### src/design/dt_exec_pkg.sv
// constants, types and decode helpers for the data-transfer execution core
package dt_exec_pkg;

   // reset and addressing
   localparam logic [15:0] PC_RESET   = 16'h0000;
   localparam logic [7:0]  SHORT_PAGE = 8'hff;
   localparam logic [15:0] STEP_BYTE  = 16'h0001;
   localparam logic [15:0] STEP_WORD  = 16'h0002;
   localparam logic [15:0] WORD_BYTES = 16'h0002;
   localparam logic [2:0]  SP_IDX     = 3'h7;

   // field positions inside the first instruction word
   localparam int LB_MSB   = 15;
   localparam int LB_LSB   = 8;
   localparam int PAIR_BIT = 7;

   // leading bytes
   localparam logic [7:0] LB_RR_B    = 8'h0c;
   localparam logic [7:0] LB_RR_W    = 8'h0d;
   localparam logic [7:0] LB_IMM3    = 8'h0e;
   localparam logic [7:0] LB_PCREL   = 8'h58;
   localparam logic [7:0] LB_IND_B   = 8'h68;
   localparam logic [7:0] LB_IND_W   = 8'h69;
   localparam logic [7:0] LB_ABS16_B = 8'h6a;
   localparam logic [7:0] LB_ABS16_W = 8'h6b;
   localparam logic [7:0] LB_PP_B    = 8'h6c;
   localparam logic [7:0] LB_PP_W    = 8'h6d;
   localparam logic [7:0] LB_DISP_B  = 8'h6e;
   localparam logic [7:0] LB_DISP_W  = 8'h6f;
   localparam logic [7:0] LB_IMM16   = 8'h79;

   // leading nibbles of the forms that carry a register in bits 11:8
   localparam logic [3:0] NIB_ABS8_LD = 4'h2;
   localparam logic [3:0] NIB_ABS8_ST = 4'h3;
   localparam logic [3:0] NIB_IMM8    = 4'hf;

   typedef enum logic [3:0] {
      OP_RR, OP_IMM3, OP_IMM8, OP_IMM16, OP_IND, OP_DISP, OP_PP, OP_ABS8, OP_ABS16, OP_PCREL, OP_BAD
   } op_t;

   typedef enum logic [3:0] {
      ST_BOOT, ST_F1, ST_F1W, ST_F2, ST_F2W, ST_X1, ST_X2, ST_D, ST_DW
   } seq_t;

   // instruction class from the leading byte; bit 7 set makes the imm3, pc-relative and imm16 codes invalid
   function automatic op_t decode_op(input logic [15:0] w);
      logic [7:0] lb;
      lb = w[LB_MSB:LB_LSB];
      decode_op = OP_BAD;
      case (lb)
         LB_RR_B, LB_RR_W:         decode_op = OP_RR;
         LB_IMM3:                  decode_op = w[PAIR_BIT] ? OP_BAD : OP_IMM3;
         LB_PCREL:                 decode_op = w[PAIR_BIT] ? OP_BAD : OP_PCREL;
         LB_IMM16:                 decode_op = w[PAIR_BIT] ? OP_BAD : OP_IMM16;
         LB_IND_B, LB_IND_W:       decode_op = OP_IND;
         LB_ABS16_B, LB_ABS16_W:   decode_op = OP_ABS16;
         LB_PP_B, LB_PP_W:         decode_op = OP_PP;
         LB_DISP_B, LB_DISP_W:     decode_op = OP_DISP;
         default:
         begin
            if (lb[7:4] == NIB_ABS8_LD || lb[7:4] == NIB_ABS8_ST)
               decode_op = OP_ABS8;
            else if (lb[7:4] == NIB_IMM8)
               decode_op = OP_IMM8;
         end
      endcase
   endfunction

   // byte-size forms; the 6x group is byte when the leading byte is even
   function automatic logic is_byte_op(input logic [15:0] w);
      logic [7:0] lb;
      lb = w[LB_MSB:LB_LSB];
      is_byte_op = (lb[7:4] == NIB_ABS8_LD) || (lb[7:4] == NIB_ABS8_ST) || (lb[7:4] == NIB_IMM8) ||
                   (lb == LB_RR_B) || (lb == LB_IMM3) || (lb == LB_PCREL) || ((lb[7:4] == 4'h6) && !lb[0]);
   endfunction

   // memory-writing forms
   function automatic logic is_store_op(input logic [15:0] w);
      op_t o;
      o = decode_op(w);
      is_store_op = (o == OP_ABS8) ? (w[LB_MSB:12] == NIB_ABS8_ST) :
                    ((o == OP_IND) || (o == OP_DISP) || (o == OP_PP) || (o == OP_ABS16)) && w[PAIR_BIT];
   endfunction

   // one half of a word register
   function automatic logic [7:0] byte_of(input logic [15:0] w, input logic low);
      byte_of = low ? w[7:0] : w[15:8];
   endfunction

endpackage

### src/design/gp_reg_file.sv
// eight 16-bit general registers with byte-half write
`timescale 1ns/1ps
module gp_reg_file
(
   input  wire logic        core_clk,
   input  wire logic        rst_b,
   input  wire logic        ce,
   input  wire logic        wr_en,
   input  wire logic [2:0]  wr_idx,
   input  wire logic        wr_byte,
   input  wire logic        wr_low,
   input  wire logic [15:0] wr_data,
   input  wire logic [2:0]  rd_a_idx,
   input  wire logic [2:0]  rd_b_idx,
   output logic      [15:0] rd_a,
   output logic      [15:0] rd_b
);

   typedef struct packed {
      logic [7:0][15:0] regs;
   } rf_state_t;

   rf_state_t rf_r;
   rf_state_t rf_nxt;

   // reads are combinational so a single cycle can read, compute and write
   assign rd_a = rf_r.regs[rd_a_idx];
   assign rd_b = rf_r.regs[rd_b_idx];

   // byte writes touch only the selected half
   always_comb
   begin
      rf_nxt = rf_r;
      if (wr_en)
      begin
         if (!wr_byte)
            rf_nxt.regs[wr_idx] = wr_data;
         else if (wr_low)
            rf_nxt.regs[wr_idx][7:0] = wr_data[7:0];
         else
            rf_nxt.regs[wr_idx][15:8] = wr_data[7:0];
      end
   end

   // register bank
   always_ff @(posedge core_clk or negedge rst_b)
   begin
      if (!rst_b)
         rf_r <= '0;
      else if (ce)
         rf_r <= rf_nxt;
   end

endmodule // gp_reg_file

### src/design/cpu_data_transfer_exec.sv
// fetch, decode and execute of the data-transfer instruction group
// How it works
// - leading byte bits 15:8 picks instruction
// - bit 7 splits pairs sharing leading byte
// - register operands are 8 or 16 bits
// - immediates decode as 3, 8 or 16 bits
// - 16-bit displacement added to base, 8-bit to pc
// - absolute address in 8-bit and 16-bit forms
// - moves set n z, clear v, keep c
// - unaffected flags keep their previous value
// - no flag left unfixed by these moves
// - byte load base+d16: 4 bytes, 6 states
// - byte store base+d16: 4 bytes, 6 states
// - word load base+d16: 4 bytes, 6 states
// - word store base+d16: 4 bytes, 6 states
`timescale 1ns/1ps
module cpu_data_transfer_exec
(
   input  wire logic        core_clk,
   input  wire logic        rst_b,
   input  wire logic        ce,
   input  wire logic [15:0] mem_rdata,
   input  wire logic        flags_load,
   input  wire logic [3:0]  flags_in,
   output logic             mem_req,
   output logic             mem_we,
   output logic             mem_byte,
   output logic      [15:0] mem_addr,
   output logic      [15:0] mem_wdata,
   output logic             flag_n,
   output logic             flag_z,
   output logic             flag_v,
   output logic             flag_c,
   output logic      [15:0] program_counter,
   output logic             instr_done,
   output logic             unknown_op
);

   typedef struct packed {
      dt_exec_pkg::seq_t st;
      logic [15:0]       pc;
      logic [15:0]       ir;
      logic [15:0]       ext;
      logic [15:0]       ea;
      logic              n;
      logic              z;
      logic              v;
      logic              c;
      logic              mem_req;
      logic              mem_we;
      logic              mem_byte;
      logic [15:0]       mem_addr;
      logic [15:0]       mem_wdata;
      logic              done;
      logic              unknown;
   } core_state_t;

   core_state_t       s_r;
   core_state_t       s_nxt;
   logic [15:0]       cur;
   dt_exec_pkg::op_t  op;
   logic              is_byte;
   logic              is_store;
   logic [2:0]        ptr_idx;
   logic [2:0]        dat_idx;
   logic              dat_low;
   logic [15:0]       qa;
   logic [15:0]       qb;
   logic [15:0]       step;
   logic [15:0]       ptr_inc;
   logic [15:0]       ptr_dec;
   logic [15:0]       pc_plus2;
   logic              wr_en;
   logic [2:0]        wr_idx;
   logic              wr_byte;
   logic              wr_low;
   logic [15:0]       wr_data;
   logic [15:0]       xfer_val;
   logic              set_flags;
   logic              go_fetch;
   logic              go_access;
   logic [15:0]       acc_addr;

   // the word under decode is on the bus in the first wait state, latched after
   assign cur      = (s_r.st == dt_exec_pkg::ST_F1W) ? mem_rdata : s_r.ir;
   assign op       = dt_exec_pkg::decode_op(cur);
   assign is_byte  = dt_exec_pkg::is_byte_op(cur);
   assign is_store = dt_exec_pkg::is_store_op(cur);
   assign ptr_idx  = cur[6:4];
   assign dat_idx  = (op == dt_exec_pkg::OP_ABS8 || op == dt_exec_pkg::OP_IMM8) ? cur[10:8] : cur[2:0];
   assign dat_low  = (op == dt_exec_pkg::OP_ABS8 || op == dt_exec_pkg::OP_IMM8) ? cur[11] : cur[3];
   assign step     = is_byte ? dt_exec_pkg::STEP_BYTE : dt_exec_pkg::STEP_WORD;
   assign ptr_inc  = qa + step;
   assign ptr_dec  = qa - step;
   assign pc_plus2 = s_r.pc + dt_exec_pkg::WORD_BYTES;

   // single write port; the extra states of the auto-index forms give it a second slot
   gp_reg_file u_regs
   (
      .core_clk (core_clk),
      .rst_b    (rst_b),
      .ce       (ce),
      .wr_en    (wr_en),
      .wr_idx   (wr_idx),
      .wr_byte  (wr_byte),
      .wr_low   (wr_low),
      .wr_data  (wr_data),
      .rd_a_idx (ptr_idx),
      .rd_b_idx (dat_idx),
      .rd_a     (qa),
      .rd_b     (qb)
   );

   // sequencer: every bus access is one request state and one data state
   always_comb
   begin
      s_nxt         = s_r;
      s_nxt.done    = 1'b0;
      s_nxt.unknown = 1'b0;
      wr_en         = 1'b0;
      wr_idx        = dat_idx;
      wr_byte       = is_byte;
      wr_low        = dat_low;
      wr_data       = 16'h0000;
      xfer_val      = 16'h0000;
      set_flags     = 1'b0;
      go_fetch      = 1'b0;
      go_access     = 1'b0;
      acc_addr      = qa;
      if (flags_load)
         {s_nxt.n, s_nxt.z, s_nxt.v, s_nxt.c} = flags_in;
      case (s_r.st)
         dt_exec_pkg::ST_BOOT:
            go_fetch = 1'b1;
         dt_exec_pkg::ST_F1, dt_exec_pkg::ST_F2, dt_exec_pkg::ST_D:
         begin
            s_nxt.mem_req = 1'b0;
            s_nxt.st      = (s_r.st == dt_exec_pkg::ST_F1) ? dt_exec_pkg::ST_F1W :
                            (s_r.st == dt_exec_pkg::ST_F2) ? dt_exec_pkg::ST_F2W : dt_exec_pkg::ST_DW;
         end
         dt_exec_pkg::ST_F1W:
         begin
            s_nxt.ir = mem_rdata;
            s_nxt.pc = pc_plus2;
            case (op)
               dt_exec_pkg::OP_RR:
               begin
                  xfer_val  = is_byte ? {8'h00, dt_exec_pkg::byte_of(qa, cur[7])} : qa;
                  wr_en     = 1'b1;
                  set_flags = 1'b1;
                  go_fetch  = 1'b1;
               end
               dt_exec_pkg::OP_IMM3, dt_exec_pkg::OP_IMM8:
               begin
                  xfer_val  = (op == dt_exec_pkg::OP_IMM3) ? {13'h0000, cur[6:4]} : {8'h00, cur[7:0]};
                  wr_en     = 1'b1;
                  set_flags = 1'b1;
                  go_fetch  = 1'b1;
               end
               dt_exec_pkg::OP_IMM16, dt_exec_pkg::OP_DISP, dt_exec_pkg::OP_ABS16, dt_exec_pkg::OP_PCREL:
               begin
                  // second instruction word follows at once
                  s_nxt.mem_req  = 1'b1;
                  s_nxt.mem_we   = 1'b0;
                  s_nxt.mem_byte = 1'b0;
                  s_nxt.mem_addr = pc_plus2;
                  s_nxt.st       = dt_exec_pkg::ST_F2;
               end
               dt_exec_pkg::OP_IND:
                  go_access = 1'b1;
               dt_exec_pkg::OP_ABS8:
               begin
                  acc_addr  = {dt_exec_pkg::SHORT_PAGE, cur[7:0]};
                  go_access = 1'b1;
               end
               dt_exec_pkg::OP_PP:
               begin
                  if (is_store)
                     s_nxt.st = dt_exec_pkg::ST_X1;
                  else
                     go_access = 1'b1;
               end
               default:
               begin
                  // unknown codes retire as a two-state no-op, nothing written
                  s_nxt.unknown = 1'b1;
                  go_fetch      = 1'b1;
               end
            endcase
         end
         dt_exec_pkg::ST_F2W:
         begin
            s_nxt.ext = mem_rdata;
            s_nxt.pc  = pc_plus2;
            case (op)
               dt_exec_pkg::OP_IMM16:
               begin
                  xfer_val  = mem_rdata;
                  wr_en     = 1'b1;
                  set_flags = 1'b1;
                  go_fetch  = 1'b1;
               end
               dt_exec_pkg::OP_DISP:
               begin
                  acc_addr  = qa + mem_rdata;
                  go_access = 1'b1;
               end
               dt_exec_pkg::OP_ABS16:
               begin
                  acc_addr  = mem_rdata;
                  go_access = 1'b1;
               end
               default:
               begin
                  // pc-relative from the end of the instruction
                  acc_addr  = pc_plus2 + {{8{mem_rdata[7]}}, mem_rdata[7:0]};
                  go_access = 1'b1;
               end
            endcase
         end
         dt_exec_pkg::ST_X1:
         begin
            wr_en    = 1'b1;
            wr_idx   = ptr_idx;
            wr_byte  = 1'b0;
            wr_data  = is_store ? ptr_dec : ptr_inc;
            s_nxt.st = dt_exec_pkg::ST_X2;
         end
         dt_exec_pkg::ST_X2:
         begin
            if (is_store)
               go_access = 1'b1;
            else
               go_fetch = 1'b1;
         end
         dt_exec_pkg::ST_DW:
         begin
            if (is_store)
               xfer_val = is_byte ? {8'h00, s_r.mem_wdata[7:0]} : s_r.mem_wdata;
            else
            begin
               xfer_val = is_byte ? {8'h00, dt_exec_pkg::byte_of(mem_rdata, s_r.ea[0])} : mem_rdata;
               wr_en    = 1'b1;
            end
            set_flags = 1'b1;
            if (op == dt_exec_pkg::OP_PP && !is_store)
               s_nxt.st = dt_exec_pkg::ST_X1;
            else
               go_fetch = 1'b1;
         end
         default:
            s_nxt.st = dt_exec_pkg::ST_BOOT;
      endcase
      if (wr_en && s_r.st != dt_exec_pkg::ST_X1)
         wr_data = xfer_val;
      // instruction result wins over a same-cycle software flag load
      if (set_flags)
      begin
         s_nxt.n = is_byte ? xfer_val[7] : xfer_val[15];
         s_nxt.z = is_byte ? (xfer_val[7:0] == 8'h00) : (xfer_val == 16'h0000);
         s_nxt.v = 1'b0;
      end
      // carry is not written by a move, so it keeps its value unless a flag load sets it
      if (go_access)
      begin
         s_nxt.mem_req   = 1'b1;
         s_nxt.mem_we    = is_store;
         s_nxt.mem_byte  = is_byte;
         s_nxt.mem_addr  = acc_addr;
         s_nxt.ea        = acc_addr;
         s_nxt.mem_wdata = is_byte ? {2{dt_exec_pkg::byte_of(qb, dat_low)}} : qb;
         s_nxt.st        = dt_exec_pkg::ST_D;
      end
      if (go_fetch)
      begin
         s_nxt.mem_req  = 1'b1;
         s_nxt.mem_we   = 1'b0;
         s_nxt.mem_byte = 1'b0;
         s_nxt.mem_addr = s_nxt.pc;
         s_nxt.done     = (s_r.st != dt_exec_pkg::ST_BOOT);
         s_nxt.st       = dt_exec_pkg::ST_F1;
      end
   end

   // state register; ce low freezes everything
   always_ff @(posedge core_clk or negedge rst_b)
   begin
      if (!rst_b)
      begin
         s_r    <= '0;
         s_r.st <= dt_exec_pkg::ST_BOOT;
         s_r.pc <= dt_exec_pkg::PC_RESET;
      end
      else if (ce)
         s_r <= s_nxt;
   end

   // outputs straight from the state flops
   assign mem_req         = s_r.mem_req;
   assign mem_we          = s_r.mem_we;
   assign mem_byte        = s_r.mem_byte;
   assign mem_addr        = s_r.mem_addr;
   assign mem_wdata       = s_r.mem_wdata;
   assign flag_n          = s_r.n;
   assign flag_z          = s_r.z;
   assign flag_v          = s_r.v;
   assign flag_c          = s_r.c;
   assign program_counter = s_r.pc;
   assign instr_done      = s_r.done;
   assign unknown_op      = s_r.unknown;

   // checks on the sequencer; cycle counts only hold while ce stays high
   property p_lead_byte;
      @(posedge core_clk) disable iff (!rst_b || !ce)
      (s_r.st == dt_exec_pkg::ST_F1W && mem_rdata[15:8] == dt_exec_pkg::LB_IND_W) |=> (s_r.st == dt_exec_pkg::ST_D);
   endproperty
   a_lead_byte: assert property (p_lead_byte) else $error("indirect word code did not start an access");

   property p_pair_bit;
      @(posedge core_clk) disable iff (!rst_b || !ce)
      (s_r.st == dt_exec_pkg::ST_F1W && mem_rdata[15:8] == dt_exec_pkg::LB_IND_B) |=>
         (mem_req && mem_byte && mem_we == $past(mem_rdata[7]));
   endproperty
   a_pair_bit: assert property (p_pair_bit) else $error("bit 7 did not choose load or store");

   property p_imm3;
      @(posedge core_clk) disable iff (!rst_b || !ce)
      (s_r.st == dt_exec_pkg::ST_F1W && op == dt_exec_pkg::OP_IMM3) |->
         (wr_en && wr_byte && wr_data[7:0] == {5'h00, mem_rdata[6:4]});
   endproperty
   a_imm3: assert property (p_imm3) else $error("3-bit immediate decoded wrongly");

   property p_disp_addr;
      @(posedge core_clk) disable iff (!rst_b || !ce)
      (s_r.st == dt_exec_pkg::ST_F2W && op == dt_exec_pkg::OP_DISP) |=> (mem_addr == $past(qa + mem_rdata));
   endproperty
   a_disp_addr: assert property (p_disp_addr) else $error("displacement address wrong");

   property p_abs8;
      @(posedge core_clk) disable iff (!rst_b || !ce)
      (s_r.st == dt_exec_pkg::ST_F1W && op == dt_exec_pkg::OP_ABS8) |=>
         (mem_addr == {dt_exec_pkg::SHORT_PAGE, $past(mem_rdata[7:0])});
   endproperty
   a_abs8: assert property (p_abs8) else $error("short absolute address wrong");

   property p_flags;
      @(posedge core_clk) disable iff (!rst_b || !ce)
      // a same-cycle flag load still owns the carry
      (set_flags && !is_byte) |=>
         (!flag_v && flag_c == ($past(flags_load) ? $past(flags_in[0]) : $past(s_r.c)) &&
          flag_n == $past(xfer_val[15]) && flag_z == ($past(xfer_val) == 16'h0000));
   endproperty
   a_flags: assert property (p_flags) else $error("move flag update wrong");

   property p_disp_len;
      @(posedge core_clk) disable iff (!rst_b || !ce)
      (s_r.st == dt_exec_pkg::ST_F1W && op == dt_exec_pkg::OP_DISP) |=>
         (s_r.st == dt_exec_pkg::ST_F2) ##1 (s_r.st == dt_exec_pkg::ST_F2W) ##1 (s_r.st == dt_exec_pkg::ST_D)
         ##1 (s_r.st == dt_exec_pkg::ST_DW) ##1 (s_r.st == dt_exec_pkg::ST_F1 && instr_done);
   endproperty
   a_disp_len: assert property (p_disp_len) else $error("displacement move not six states");

   property p_predec;
      @(posedge core_clk) disable iff (!rst_b || !ce)
      (s_r.st == dt_exec_pkg::ST_X1 && is_store) |-> ##2 (mem_addr == $past(ptr_dec, 2) && mem_we);
   endproperty
   a_predec: assert property (p_predec) else $error("pre-decrement store address wrong");

   property p_push_len;
      @(posedge core_clk) disable iff (!rst_b || !ce)
      (s_r.st == dt_exec_pkg::ST_F1W && op == dt_exec_pkg::OP_PP) |-> ##5 (s_r.st == dt_exec_pkg::ST_F1 && instr_done);
   endproperty
   a_push_len: assert property (p_push_len) else $error("auto-index move not six states");

   c_push: cover property (@(posedge core_clk) s_r.st == dt_exec_pkg::ST_X1 && is_store && ptr_idx == dt_exec_pkg::SP_IDX);
   c_pop: cover property (@(posedge core_clk) s_r.st == dt_exec_pkg::ST_X1 && !is_store && ptr_idx == dt_exec_pkg::SP_IDX);
   c_disp_store: cover property (@(posedge core_clk) s_r.st == dt_exec_pkg::ST_DW && op == dt_exec_pkg::OP_DISP && is_store);
   c_unknown: cover property (@(posedge core_clk) unknown_op);

endmodule // cpu_data_transfer_exec

### config.mk
export PLATFORM = sky130hd
export DESIGN_NAME = cpu_data_transfer_exec
export DESIGN_NICKNAME = d
export VERILOG_FILES = /design/src/design/dt_exec_pkg.sv /design/src/design/gp_reg_file.sv /design/src/design/cpu_data_transfer_exec.sv
export SDC_FILE = /design/constraint.sdc
export NUM_CORES = 1
export LEC_CHECK = 0
export BUFFER_PORTS_ARGS = -buffer_cell sky130_fd_sc_hd__buf_2
export CAP_MARGIN = 20
export CELL_PAD_IN_SITES_DETAIL_PLACEMENT = 1
export CELL_PAD_IN_SITES_GLOBAL_PLACEMENT = 2
export CORE_ASPECT_RATIO = 1.2
export CORE_UTILIZATION = 40
export DETAILED_ROUTE_END_ITERATION = 12
export HOLD_SLACK_MARGIN = 0.03
export PLACE_DENSITY = 0.84
export SETUP_SLACK_MARGIN = 0.5
export SLEW_MARGIN = 25
export SYNTH_ARGS = -nofsm -noshare
export SYNTH_HDL_FRONTEND = slang
export SYNTH_SLANG_ARGS = --single-unit
### constraint.sdc
create_clock -name core_clk -period 7 [get_ports core_clk]
set_clock_uncertainty 0.1 [all_clocks]
set_input_delay 0.7 -clock core_clk [delete_from_list [all_inputs] [get_ports core_clk]]
set_output_delay 0.7 -clock core_clk [all_outputs]
set_load 0.02 [all_outputs]
# Word level (Yosys, flattened, before mapping)
# Index checks and enable logic that the tools add are counted.
# classes
mux	79
order_cmp	4
eq_ne	40
n_reduce_logical	47
add_sub_neg	5
# op_table
cell	count
bitwise mux 128 bit	3
2-to-1 mux 128 bit	2
2-to-1 mux 16 bit	16
demux 16 bit (select 3 bit)	3
binary-select mux 16 bit (select 3 bit)	2
one-hot mux 16 bit (3 select lines)	2
== test 8 x 7 -> 1 bit, second input constant	10
one-hot mux 16 bit (2 select lines)	2
2-to-1 mux 4 bit	11
2-to-1 mux 8 bit	5
2-to-1 mux 19 bit	2
== test 4 x 3 -> 1 bit, second input constant	9
2-to-1 mux 35 bit	1
adder 16 bit	2
one-hot mux 4 bit (8 select lines)	1
== test 4 x 2 -> 1 bit, second input constant	6
== test 8 x 4 -> 1 bit, second input constant	3
one-hot mux 4 bit (5 select lines)	1
2-to-1 mux 18 bit	1
adder 16 x 2 -> 16 bit	1
adder 16 x 2 -> 16 bit, second input constant	1
== test 4 bit, second input constant	4
logical NOT 16 bit	1
OR reduction 2 bit	8
other kinds (32)	78
# totals
wordCells	198
reg_bits	206
output_inout_bits	57

# Depth between registers and ports, before layout
# Gate-level depths: netlist (run 1).
# depth
ltp_word	19
ltp_mapped	26
ltp_nobuf	20

# Modules after synthesis
# Synthesis (run 1) repeated with hierarchy kept, for this count alone.
# hier_totals
cells_unflattened	1510
hier_area_um2	15601.2
# by_module_without_submodules
mod	seq_area_each_um2	area_each_um2	cells_per_inst	instances
cpu_data_transfer_exec	1926.8	8650.8	1099	1
gp_reg_file	3203.1	6950.4	411	1

# Least setup slack after synthesis (run 1)
# Ideal clock, no wire load.
# synth_path
path_kind	register to register
start	register s_r[108] (netlist bit)
end	register u_regs.rf_r[126] (netlist bit)
slack_ns	1.980
path_buffers	6
path_stages_with_launch	25
arrival_time_ns	4.780
setup_ns	0.140
synth_period_minus_slack_ns	5.020
path_cell_list	dfrtp_1 > buf_6 > nor4b_2 > buf_6 > mux2i_4 > buf_6 > buf_8 > buf_6 > buf_2 > mux2i_1 > a22oi_1 > nand2_1 > ha_1 > fa_1 > nor2b_1 > o31ai_1 > a21oi_1 > o41ai_1 > o21ai_0 > a21o_1 > a21oi_1 > xor2_1 > o22ai_1 > a31oi_2 > mux2i_1
# synth_between
elab_chain_cells	19
# synth_lines
item	line_no	text
start: declaration	cpu_data_transfer_exec.sv:58	core_state_t s_r;
start signal: assignment	cpu_data_transfer_exec.sv:295	s_r <= s_nxt;
parallel branches: the longest is 19 deep, another holds less-than comparator 3 x 4 -> 1 bit	n/a	
end signal: assignment	gp_reg_file.sv:51	rf_r <= rf_nxt;
end: declaration	gp_reg_file.sv:23	rf_state_t rf_r;
# Several ways; the timed one is not identified. The select of a mux whose other input is x is not followed.
# A chain may end at the register's enable or synchronous reset.

# Final worst setup path (run 1)
# layout_path
start	register s_r[107] (netlist bit)
end	register s_r (netlist bit mem_addr[12])
# layout_between
elab_chain_cells	18
# layout_lines
item	line_no	text
== test 4 x 2 -> 1 bit	cpu_data_transfer_exec.sv:85, cpu_data_transfer_exec.sv:132	
2-to-1 mux 16 bit	n/a	
== test 4 bit, or another cell as far along	dt_exec_pkg.sv:63	else if (lb[7:4] == NIB_IMM8)
2-to-1 mux 4 bit or logical OR 1 bit (tied branches)	dt_exec_pkg.sv:63, dt_exec_pkg.sv:61	
2-to-1 mux 4 bit	dt_exec_pkg.sv:61	if (lb[7:4] == NIB_ABS8_LD || lb[7:4] == NIB_ABS8_ST)
one-hot mux 4 bit (8 select lines)	dt_exec_pkg.sv:50	case (lb)
== test 4 x 3 -> 1 bit (on tied branches)	dt_exec_pkg.sv:82, cpu_data_transfer_exec.sv:145, cpu_data_transfer_exec.sv:195	
logical OR 1 bit (3 in a row)	dt_exec_pkg.sv:82	((o == OP_IND) || (o == OP_DISP) || (o == OP_PP) || (o == OP_ABS16)) && w[PAIR_BIT];
logical AND 1 bit	dt_exec_pkg.sv:82	
2-to-1 mux 1 bit	dt_exec_pkg.sv:81	is_store_op = (o == OP_ABS8) ? (w[LB_MSB:12] == NIB_ABS8_ST) :
logical NOT 1 bit	cpu_data_transfer_exec.sv:246	if (op == dt_exec_pkg::OP_PP && !is_store)
logical AND 1 bit	cpu_data_transfer_exec.sv:246	
2-to-1 mux 1 bit	cpu_data_transfer_exec.sv:246	
one-hot mux 1 bit (5 select lines)	cpu_data_transfer_exec.sv:132	case (s_r.st)
nonzero test 3 bit (no line)	n/a	
AND reduction 3 bit (no line)	n/a	
# Parallel ways exist; a longest one is shown, timed or not. The select of a mux whose other input is x is not followed.

==> results of run 1 <==
## layout make-up
class,instances,area (sq um),share of cell area
multi-input combinational,1284,9610,0.563
sequential,205,5130,0.301
timing repair buffer,119,729,0.0427
clock buffer,32,671,0.0393
tap,526,658,0.0386
inverter,41,154,0.00902
clock inverter,10,123,0.00718
## worst max path at each step
stage / endpoint / cells past startpoint / from / slack [ps]
6_report: mem_addr[12]$_DFFE_PN0P_ / 18 / s_r[107]$_DFFE_PN0P_ / 780
4_1_cts: mem_addr[12]$_DFFE_PN0P_ / 17 / s_r[107]$_DFFE_PN0P_ / 690
3_5_place_dp: mem_addr[12]$_DFFE_PN0P_ / 17 / s_r[107]$_DFFE_PN0P_ / 730
3_3_place_gp: mem_addr[12]$_DFFE_PN0P_ / 17 / s_r[107]$_DFFE_PN0P_ / 890
5_1_grt: mem_addr[12]$_DFFE_PN0P_ / 18 / s_r[107]$_DFFE_PN0P_ / 410
2_1_floorplan: u_regs.rf_r[126]$_DFFE_PN0P_ / 24 / s_r[108]$_DFFE_PN0P_ / 1980
## synth_stat cells (14+ instances only)
cell type,n,share of area
dfrtp_1,205,0.33
nand2_1,166,0.040
nor2_1,119,0.028
o21ai_0,103,0.033
mux2_2,93,0.067
mux2i_1,91,0.058
a21oi_1,80,0.026
buf_4,52,0.025
clkbuf_1,45,0.011
ha_1,45,0.036
xnor2_1,40,0.022
inv_1,37,0.0089
nand3_1,35,0.011
mux4_2,33,0.047
buf_2,30,0.0096
a22oi_1,27,0.013
xor2_1,25,0.014
a21o_1,24,0.011
o21ai_1,24,0.0077
nand2b_1,23,0.0092
nor3_1,23,0.0073
a31oi_1,22,0.0088
o22ai_1,19,0.0076
a221oi_1,18,0.010
and3_1,17,0.0068
nor2b_1,17,0.0068
nand4_1,15,0.0060
mux2_1,14,0.010
## cell families after synthesis
group	synth area share
and+or+nand+nor	0.153
AOI/OAI and AO/OA	0.194
xor gates and xnor gates	0.0363
DFF	0.327
buffers and inverters	0.0629
muxes	0.187
adders and majority gates	0.0397
other	0.000239
## sequential cells by signal (all words and copies together) (netlist names)
register,count
mem_byte,1
flag_n,1
flag_c,1
u_regs.rf_r,128
s_r,21
mem_addr,16
mem_we,1
mem_wdata,16
program_counter,15
unknown_op,1
flag_v,1
mem_req,1
instr_done,1
flag_z,1
## critical path: cells and delay by family (launching register included)
kind | cells | cell delay (ps)
multiplexers | 1 | 440
buffers and inverters | 2 | 490
AO/OA/AOI/OAI | 10 | 2930
AND/OR/NAND/NOR | 3 | 1000
flip-flops | 1 | 570
adder cells (fa/ha/maj) | 1 | 380
XOR/XNOR | 1 | 160
## stage by stage
stage          hold slack, ps  area [sq um]
6_report                 52.4         17100
5_1_grt                   117         17100
4_1_cts                  94.3         17000
3_5_place_dp              360         16200
3_3_place_gp              359         16200
2_1_floorplan             304         15700
## timing repair
action / in CTS / in global routing
setup buffers: 0 / 3
endpoints found under the setup margin: 0 / 20
gates resized for setup: 0 / 1
## where the power goes
part	internal, uW	switching (uW)	leakage, uW
Clock	747	531	0.000381
Sequential	1370	230	0.00277
Combinational	1670	2840	0.00450
## per-layer routing
| layer | GRT usage | part of all wire | vias to the layer above |
|---|---|---|---|
| li1 | - | - | 6161 |
| met1 | 0.343 | 0.39 | 6983 |
| met4 | 0.201 | 0.076 | 0 |
| met3 | 0.0370 | 0.041 | 204 |
| met5 | 0 | 0 | - |
| met2 | 0.516 | 0.49 | 426 |
==> impl_metrics.csv, run 1 <==
group,metric,value,unit
status,status,"completed",
worst_setup_path,crit_chain,"nor4b_4 > buf_4 > mux2i_1 > nor2_1 > buf_4 > a22o_1 > a221oi_2 > ha_1 > o21ai_0 > a21boi_0 > and3_1 > a221o_1 > o41a_1 > xor2_1 > a222oi_1 > o21ai_0 > a221oi_1 > o21ai_0",
sta,worstMarginPinSlew,1010,ps
worst_setup_path,critPathMaxFanout,16,
cts,clock-sinks,205,
routing,ant_nets,0,
sta,rsz0062_at_grt,"yes",
pwr,powerDensity,433,mW/mm^2
sta,fin_crit_sh,0.889,
cts,cts_hold_buf,0,
floorplan,core,0.0387,sq mm
cts,clkSlewWorstSetupHoldPaths,70,ps
cells_and_area,drive_above_1_share,0.202,
worst_setup_path,path_class,"flip-flop to flip-flop",
place,dp_hpwl,44200,um
cells_and_area,fillers,4473,
worst_setup_path,ff2ff_path_depth,18,
worst_setup_path,end_kind,"flip-flop",
routing,first_iter_violations,997,
pwr,vdd_drop_max,238,uV
routing,routed_wl,59000,um
worst_setup_path,cp_common_cell,"o21ai_0",
global_routing,grt_max_degree,125,
sta,setup_viol,0,
cells_and_area,num_antenna_cells,0,
routing,wl_per_cell,26.6,um
global_routing,first_global_vias,14500,
place,dp_cells,2172,
floorplan,die_w,183,um
yosys,ys_async_sr_fraction,1.00,
floorplan,start_util,0.405,
worst_setup_path,r2r-start,"s_r[107]$_DFFE_PN0P_",
worst_setup_path,rr_endpoint,"mem_addr[12]$_DFFE_PN0P_",
place,pre_cts_ws,730,ps
yosys,ys_types,99,
yosys,syn_area,0.0157,sq mm
pwr,power,7390,uW
cells_and_area,final_cells,2217,
pwr,leakage,0.00765,uW
global_routing,overflow,0,
yosys,synthCells,1670,
sta,finalHoldViolCount,0,
cells_and_area,final_nets,1747,
job,drv_cap,0,
yosys,yosys_warnings,0,
routing,drtPass1Iterations,6,
worst_setup_path,cp.required,7320,ps
cts,cts_tree,"yes",
worst_setup_path,arrival,6540,ps
yosys,syn-num-nets,1742,
floorplan,dieArea,0.0400,sq mm
worst_setup_path,cp_slowest_cell,"nor4b_4",
global_routing,antenna_found_initial,0,
routing,vias,13800,
cts,clk_latency,560,ps
cts,root_buffer,"clkbuf_16",
worst_setup_path,crit_path_max_incr_delay,600,ps
worst_setup_path,startpoint_type,"flip-flop",
yosys,syn_area_per_cell,9.40,sq um
cells_and_area,final_cell_mix,"205 x dfrtp_1, 166 x nand2_1, 118 x nor2_1, 103 x o21ai_0, 93 x mux2_2",
floorplan,die-height,219,um
global_routing,grt_usage,0.297,
yosys,ys_seq_area_frac,0.327,
floorplan,ios,81,
yosys,synth_edf_count,0,
place,gp_congestion,1.04,
sta,slew_violations,0,
cts,clockBufferDepth,3,
sta,timing.fmax,161,MHz
routing,remaining_drc_errors,0,
yosys,synth_flop_cell,"dfrtp_1",
sta,fin_crit,6220,ps
sta,fin_setup_tns,0,ps
yosys,synth_seq_cells,205,
global_routing,grt_first_pass_wirelength,89500,um
cts,htreeDepth,1,
cells_and_area,syn2layout_area_growth,8.78,%
cells_and_area,final_common_cell,"dfrtp_1",
worst_setup_path,reg2reg_slack,780,ps
floorplan,placementRows,79,
place,io_buffers,79,
routing,avgViaCountPerCell,6.21,
cells_and_area,utilization,0.441,
cts,cts_buffers,24,
sta,setup_slack,780,ps
worst_hold_path,hp-class,"primary input to async pin",
sta,slew_headroom,0.320,
(Power assumes the default switching activity.)
==> run 2, diff against run 1 <==
Settings changed: ABC_CLOCK_PERIOD_IN_PS set to 7000, CORE_UTILIZATION 40 to 41, CTS_BUF_LIST set to sky130_fd_sc_hd__clkbuf_8, PLACE_DENSITY 0.84 to 0.86.
==> run 2 against run 1 <==
Final area decreased by 0.44%. Register-to-register slack better by 190 ps. Routed wire length fell by 1.5%. First-iteration DRC count is 1.1% lower. Global-route usage increased by 0.32 points. Flip-flop and latch count unchanged. Critical path type unchanged. Highest routed layer unchanged.
==> impl_metrics.csv, run 2 (same netlist as run 1, synthesis figures left out) <==
group,metric,value,unit
cells_and_area,multi_input_area,0.00961,sq mm
worst_setup_path,critPathBufInv,2,
cells_and_area,final_cell_mix,"205 x dfrtp_1, 166 x nand2_1, 118 x nor2_1, 103 x o21ai_0, 93 x mux2_2",
cts,htreeDepth,2,
cells_and_area,fillers,4343,
routing,ant_nets,0,
global_routing,overflow,0,
sta,whs,9.52,ps
sta,finalHoldViolCount,0,
global_routing,grt_max_degree,137,
global_routing,first_global_vias,14400,
sta,fin_setup_tns,0,ps
cells_and_area,largest-register,"u_regs.rf_r",
routing,first_iter_violations,986,
cts,clockBufferDepth,3,
sta,worstMarginPinSlew,1070,ps
worst_setup_path,cp.required,7300,ps
pwr,leakage,0.00771,uW
sta,fin_crit_sh,0.861,
cells_and_area,syn2layout_area_growth,8.30,%
floorplan,ios,81,
worst_setup_path,path_class,"flip-flop to flip-flop",
worst_hold_path,hp-class,"primary input to async pin",
floorplan,placementRows,78,
worst_setup_path,crit_family,"compound AO/OA/AOI/OAI gates",
global_routing,grt_usage,0.301,
routing,drtPass1Iterations,5,
cts,root_buffer,"clkbuf_8",
routing,avgViaCountPerCell,6.27,
place,gp_congestion,0.969,
floorplan,die_w,181,um
cts,cts_tree,"yes",
worst_setup_path,crit_path_max_incr_delay,630,ps
place,dp_hpwl,43100,um
place,io_buffers,79,
worst_setup_path,critPathMaxFanout,16,
cts,clock-sinks,205,
pwr,vdd_drop_max,178,uV
routing,vias,13800,
cells_and_area,final_nets,1758,
routing,routed_wl,58100,um
status,status,"completed",
worst_setup_path,arrival,6330,ps
routing,remaining_drc_errors,0,
worst_setup_path,cp_slowest_cell,"mux2i_4",
worst_setup_path,startpoint_type,"flip-flop",
cts,cts_buffers,37,
sta,setup_viol,0,
cells_and_area,final-seq-area,0.00513,sq mm
cts,clk_latency,570,ps
floorplan,core,0.0378,sq mm
worst_setup_path,crit_chain,"nor4b_4 > mux2i_4 > buf_6 > buf_4 > mux2i_1 > a221oi_2 > ha_1 > o21a_1 > o21ai_0 > a21oi_1 > o41ai_1 > o21ai_0 > a21o_1 > a21oi_1 > xor2_1 > o22ai_1 > a31oi_2 > o21ai_1",
global_routing,antenna_found_initial,0,
cts,clkSlewWorstSetupHoldPaths,80,ps
sta,fin_crit,6030,ps
floorplan,die-height,216,um
sta,rsz0062_at_grt,"no",
global_routing,grt_first_pass_wirelength,89500,um
job,drv_cap,0,
cells_and_area,largest_reg_flops,128,
pwr,powerDensity,431,mW/mm^2
sta,slew_headroom,0.276,
cells_and_area,reg_top3,"u_regs.rf_r: 128 flops, s_r: 21 flops",
cells_and_area,num_antenna_cells,0,
floorplan,start_util,0.415,
cells_and_area,final_common_cell,"dfrtp_1",
worst_setup_path,end_kind,"flip-flop",
sta,slew_violations,0,
sta,timing.fmax,166,MHz
routing,wl_per_cell,26.5,um
cts,cts_setup_buffers,0,
cells_and_area,drive_above_1_share,0.209,
pwr,power,7320,uW
floorplan,dieArea,0.0391,sq mm
run 2: cell count changes in the layout (fill, tap and decap cells not counted):
cell / before / now
buf_12: 2 / 1
buf_6: 0 / 1
clkbuf_1: 4 / 0
clkinv_8: 1 / 0
inv_1: 37 / 47
buf_4: 38 / 36
clkbuf_16: 24 / 0
bufinv_16: 2 / 1
clkinv_4: 1 / 0
clkbuf_8: 5 / 52
clkinvlp_4: 3 / 2
run 2: area by class of cell:
| type | count | share of cell area |
|---|---|---|
| Clock buffer | 51 | 0.0413 |
| Clock inverter | 16 | 0.00574 |
| Inverter | 41 | 0.00906 |
| Multi-Input combinational cell | 1284 | 0.565 |
| Sequential cell | 205 | 0.302 |
| Tap cell | 480 | 0.0353 |
| Timing Repair Buffer | 117 | 0.0415 |
run 2: metrics by stage:
| stage | worst slack, ps | instances | utilization | area (sq um) |
|---|---|---|---|---|
| 4_1_cts | 677 | 2193 | 0.450 | 17000 |
| 3_5_place_dp | 724 | 2126 | 0.428 | 16200 |
| 6_report | 971 | 2194 | 0.450 | 17000 |
| 3_3_place_gp | 1060 | 2126 | 0.428 | 16200 |
| 2_1_floorplan | 1980 | 1670 | - | 15700 |
| 5_1_grt | 550 | 2194 | 0.450 | 17000 |
run 2: per-layer routing:
layer / part of all wire / vias up / global-route usage / wire (um)
li1: - / 6193 / - / -
met1: 0.40 / 6961 / 0.352 / 23100
met2: 0.50 / 449 / 0.526 / 28800
met3: 0.046 / 158 / 0.0439 / 2690
met4: 0.061 / 0 / 0.171 / 3540
met5: 0 / - / 0 / 0
run 2: where the power goes:
part / leakage (uW) / switching (uW) / internal (uW)
logic: 0.00449 / 2850 / 1660
clock network: 0.000446 / 534 / 685
registers: 0.00277 / 225 / 1370
total: 0.00771 / 3610 / 3710
run 2: final timing paths:
check,endpoint,cells after the start,startpoint,slack [ps]
worst max-delay path,u_regs.rf_r[110]$_DFFE_PN0P_,18,s_r[107]$_DFFE_PN0P_,970
worst min-delay path,s_r[85]$_DFFE_PN0P_,1,rst_b,10
worst max register to register,u_regs.rf_r[110]$_DFFE_PN0P_,18,s_r[107]$_DFFE_PN0P_,970
worst min register to register,mem_addr[11]$_DFFE_PN0P_,2,mem_addr[11]$_DFFE_PN0P_,370
max in group asynchronous,u_regs.rf_r[72]$_DFFE_PN0P_,2,rst_b,5580
min in group core_clk,flag_c$_DFFE_PN0P_,2,flags_in[0],270
run 2: timing repair:
item | CTS | global route
endpoints found under the hold margin | 0 | 0
gates resized for setup | 0 | 1
hold buffers | 0 | 0
endpoints found under the setup margin | 0 | 8
==> run 3, diff against run 2 <==
--- a/config.mk
+++ b/config.mk
@@ -12,4 +12,5 @@
 export CELL_PAD_IN_SITES_GLOBAL_PLACEMENT = 2
 export CORE_ASPECT_RATIO = 1.2
+export CORE_MARGIN = 2
 export CORE_UTILIZATION = 41
 export CTS_BUF_LIST = sky130_fd_sc_hd__clkbuf_8
==> constraint.sdc (replaced) <==
create_clock -name core_clk -period 7 [get_ports core_clk]
set_clock_uncertainty 0.1 [all_clocks]
set_input_delay 1.75 -clock core_clk [delete_from_list [all_inputs] [get_ports core_clk]]
set_output_delay 1.75 -clock core_clk [all_outputs]
set_load 0.02 [all_outputs]
==> run 3 against run 2 <==
Worst hold slack improved by 360 ps. Highest routed layer unchanged. Critical path depth is the same. Flip-flop and latch count unchanged. Register-to-register slack improved by 410 ps.
==> impl_metrics.csv, run 3 (same netlist as run 1, synthesis figures left out) <==
group,metric,value,unit
worst_setup_path,arrival,6210,ps
worst_setup_path,startpoint,"mem_rdata[5]",
global_routing,overflow,0,
sta,fin_crit,5890,ps
worst_setup_path,r2r-start,"s_r[105]$_DFFE_PN0P_",
pwr,power,7320,uW
cts,cts_tree,"yes",
sta,worstMarginPinSlew,1050,ps
worst_setup_path,path_class,"primary input to flip-flop",
cts,clockBufferDepth,3,
cells_and_area,num_antenna_cells,0,
place,gp_congestion,0.983,
cells_and_area,final_cell_mix,"205 x dfrtp_1, 166 x nand2_1, 119 x nor2_1, 103 x o21ai_0, 93 x mux2_2",
cts,clkSlewWorstSetupHoldPaths,60,ps
floorplan,core,0.0378,sq mm
sta,finalHoldViolCount,0,
global_routing,first_global_vias,14600,
status,status,"completed",
place,pre_cts_ws,581,ps
sta,slew_headroom,0.281,
global_routing,antenna_found_initial,0,
floorplan,start_util,0.415,
cells_and_area,drive_above_1_share,0.212,
sta,timing.fmax,170,MHz
worst_setup_path,cp_slowest_cell,"a221oi_2",
pwr,vdd_drop_max,228,uV
floorplan,ios,81,
cts,cts.repair.resized,0,
cells_and_area,reg_top3,"u_regs.rf_r: 128 flops, s_r: 21 flops",
floorplan,die-height,218,um
routing,remaining_drc_errors,0,
sta,rsz0062_at_grt,"no",
worst_setup_path,end_kind,"flip-flop",
floorplan,placementRows,78,
pwr,powerDensity,429,mW/mm^2
cells_and_area,syn2layout_area_growth,8.79,%
worst_hold_path,hold_start,"mem_addr[0]$_DFFE_PN0P_",
routing,vias,13900,
cts,htreeDepth,2,
routing,first_iter_violations,1043,
worst_setup_path,startpoint_type,"primary input",
floorplan,die_w,183,um
worst_setup_path,crit_chain,"buf_2 > mux2i_1 > nor2_1 > buf_4 > a22o_1 > a221oi_2 > ha_1 > o21a_1 > o21ai_0 > a21oi_1 > o41ai_1 > o21ai_0 > a21o_1 > a21oi_1 > xor2_1 > o22ai_1 > a31oi_2 > mux2i_1",
global_routing,grt_first_pass_wirelength,89700,um
cells_and_area,largest_reg_flops,128,
cells_and_area,final_area,0.0171,sq mm
worst_setup_path,crit_path_max_incr_delay,460,ps
job,drv_cap,0,
place,placed_cell_area,0.0163,sq mm
cells_and_area,final_nets,1777,
sta,fin_setup_tns,0,ps
cells_and_area,utilization,0.452,
sta,setup_slack,1110,ps
routing,avgViaCountPerCell,6.32,
sta,setup_viol,0,
sta,slew_violations,0,
routing,ant_nets,0,
place,io_buffers,79,
floorplan,dieArea,0.0399,sq mm
cells_and_area,final_common_cell,"dfrtp_1",
worst_hold_path,hp-class,"flip-flop to flip-flop",
routing,drtPass1Iterations,5,
cells_and_area,largest-register,"u_regs.rf_r",
place,dp_hpwl,43800,um
routing,wl_per_cell,26.5,um
global_routing,grt_usage,0.294,
worst_setup_path,cp.required,7320,ps
cts,root_buffer,"clkbuf_8",
sta,fin_crit_sh,0.842,
pwr,leakage,0.00777,uW
routing,routed_wl,58400,um
cts,cts_buffers,38,
cts,clk_latency,560,ps
global_routing,grt_max_degree,128,
cts,clock-sinks,205,
worst_setup_path,critPathMaxFanout,14,
[run 3: per-stage QoR]
stage | std cells | hold slack (ps)
detailed placement | 2143 | 365
global placement | 2142 | 355
floorplan | 1670 | 344
global route | 2206 | 388
CTS | 2204 | 378
finish | 2206 | 371
[run 3: timing repair]
item | CTS | global route
buffers inserted | 0 | 2
setup endpoints to repair | 0 | 8
hold buffers | 0 | 0
[run 3: per-layer routing]
layer | share of wire | vias up | track usage | wire, um
li1 | - | 6212 | - | -
met1 | 0.40 | 7037 | 0.354 | 23100
met2 | 0.49 | 502 | 0.501 | 28400
met3 | 0.051 | 187 | 0.0403 | 2980
met4 | 0.067 | 0 | 0.177 | 3880
met5 | 0 | - | 0 | 0
[run 3: cell type report]
cell class	count	area, sq um
clock buffers	43	592
fillers	4342	20700
multi-input cells	1284	9600
well taps	480	601
inverters	41	154
flip-flops and latches	205	5130
repair buffers	135	865
clock inverters	18	134
[run 3: worst paths after layout]
kind | end | slack (ps) | cells past startpoint
setup / recovery | u_regs.rf_r[126]$_DFFE_PN0P_ | 1110 | 18
hold / removal | mem_addr[0]$_DFFE_PN0P_ | 370 | 2
setup reg to reg | u_regs.rf_r[126]$_DFFE_PN0P_ | 1380 | 19
hold reg to reg | mem_addr[0]$_DFFE_PN0P_ | 370 | 2
max in group asynchronous | u_regs.rf_r[93]$_DFFE_PN0P_ | 4540 | 2
min in group asynchronous | s_r[87]$_DFFE_PN0P_ | 1080 | 1
[run 3: power breakdown]
group / internal [uW] / switching (uW) / leakage [uW]
clock: 631 / 525 / 0.000415
sequential: 1370 / 225 / 0.00277
combinational: 1710 / 2860 / 0.00458
[run 3: worst max-delay path, delay by kind of cell]
family	cells	cell delay, ps
simple gates	1	110
compound gates	11	2830
buf+inv	2	410
xor+xnor	1	170
fa+ha+maj	1	370
mux	2	550
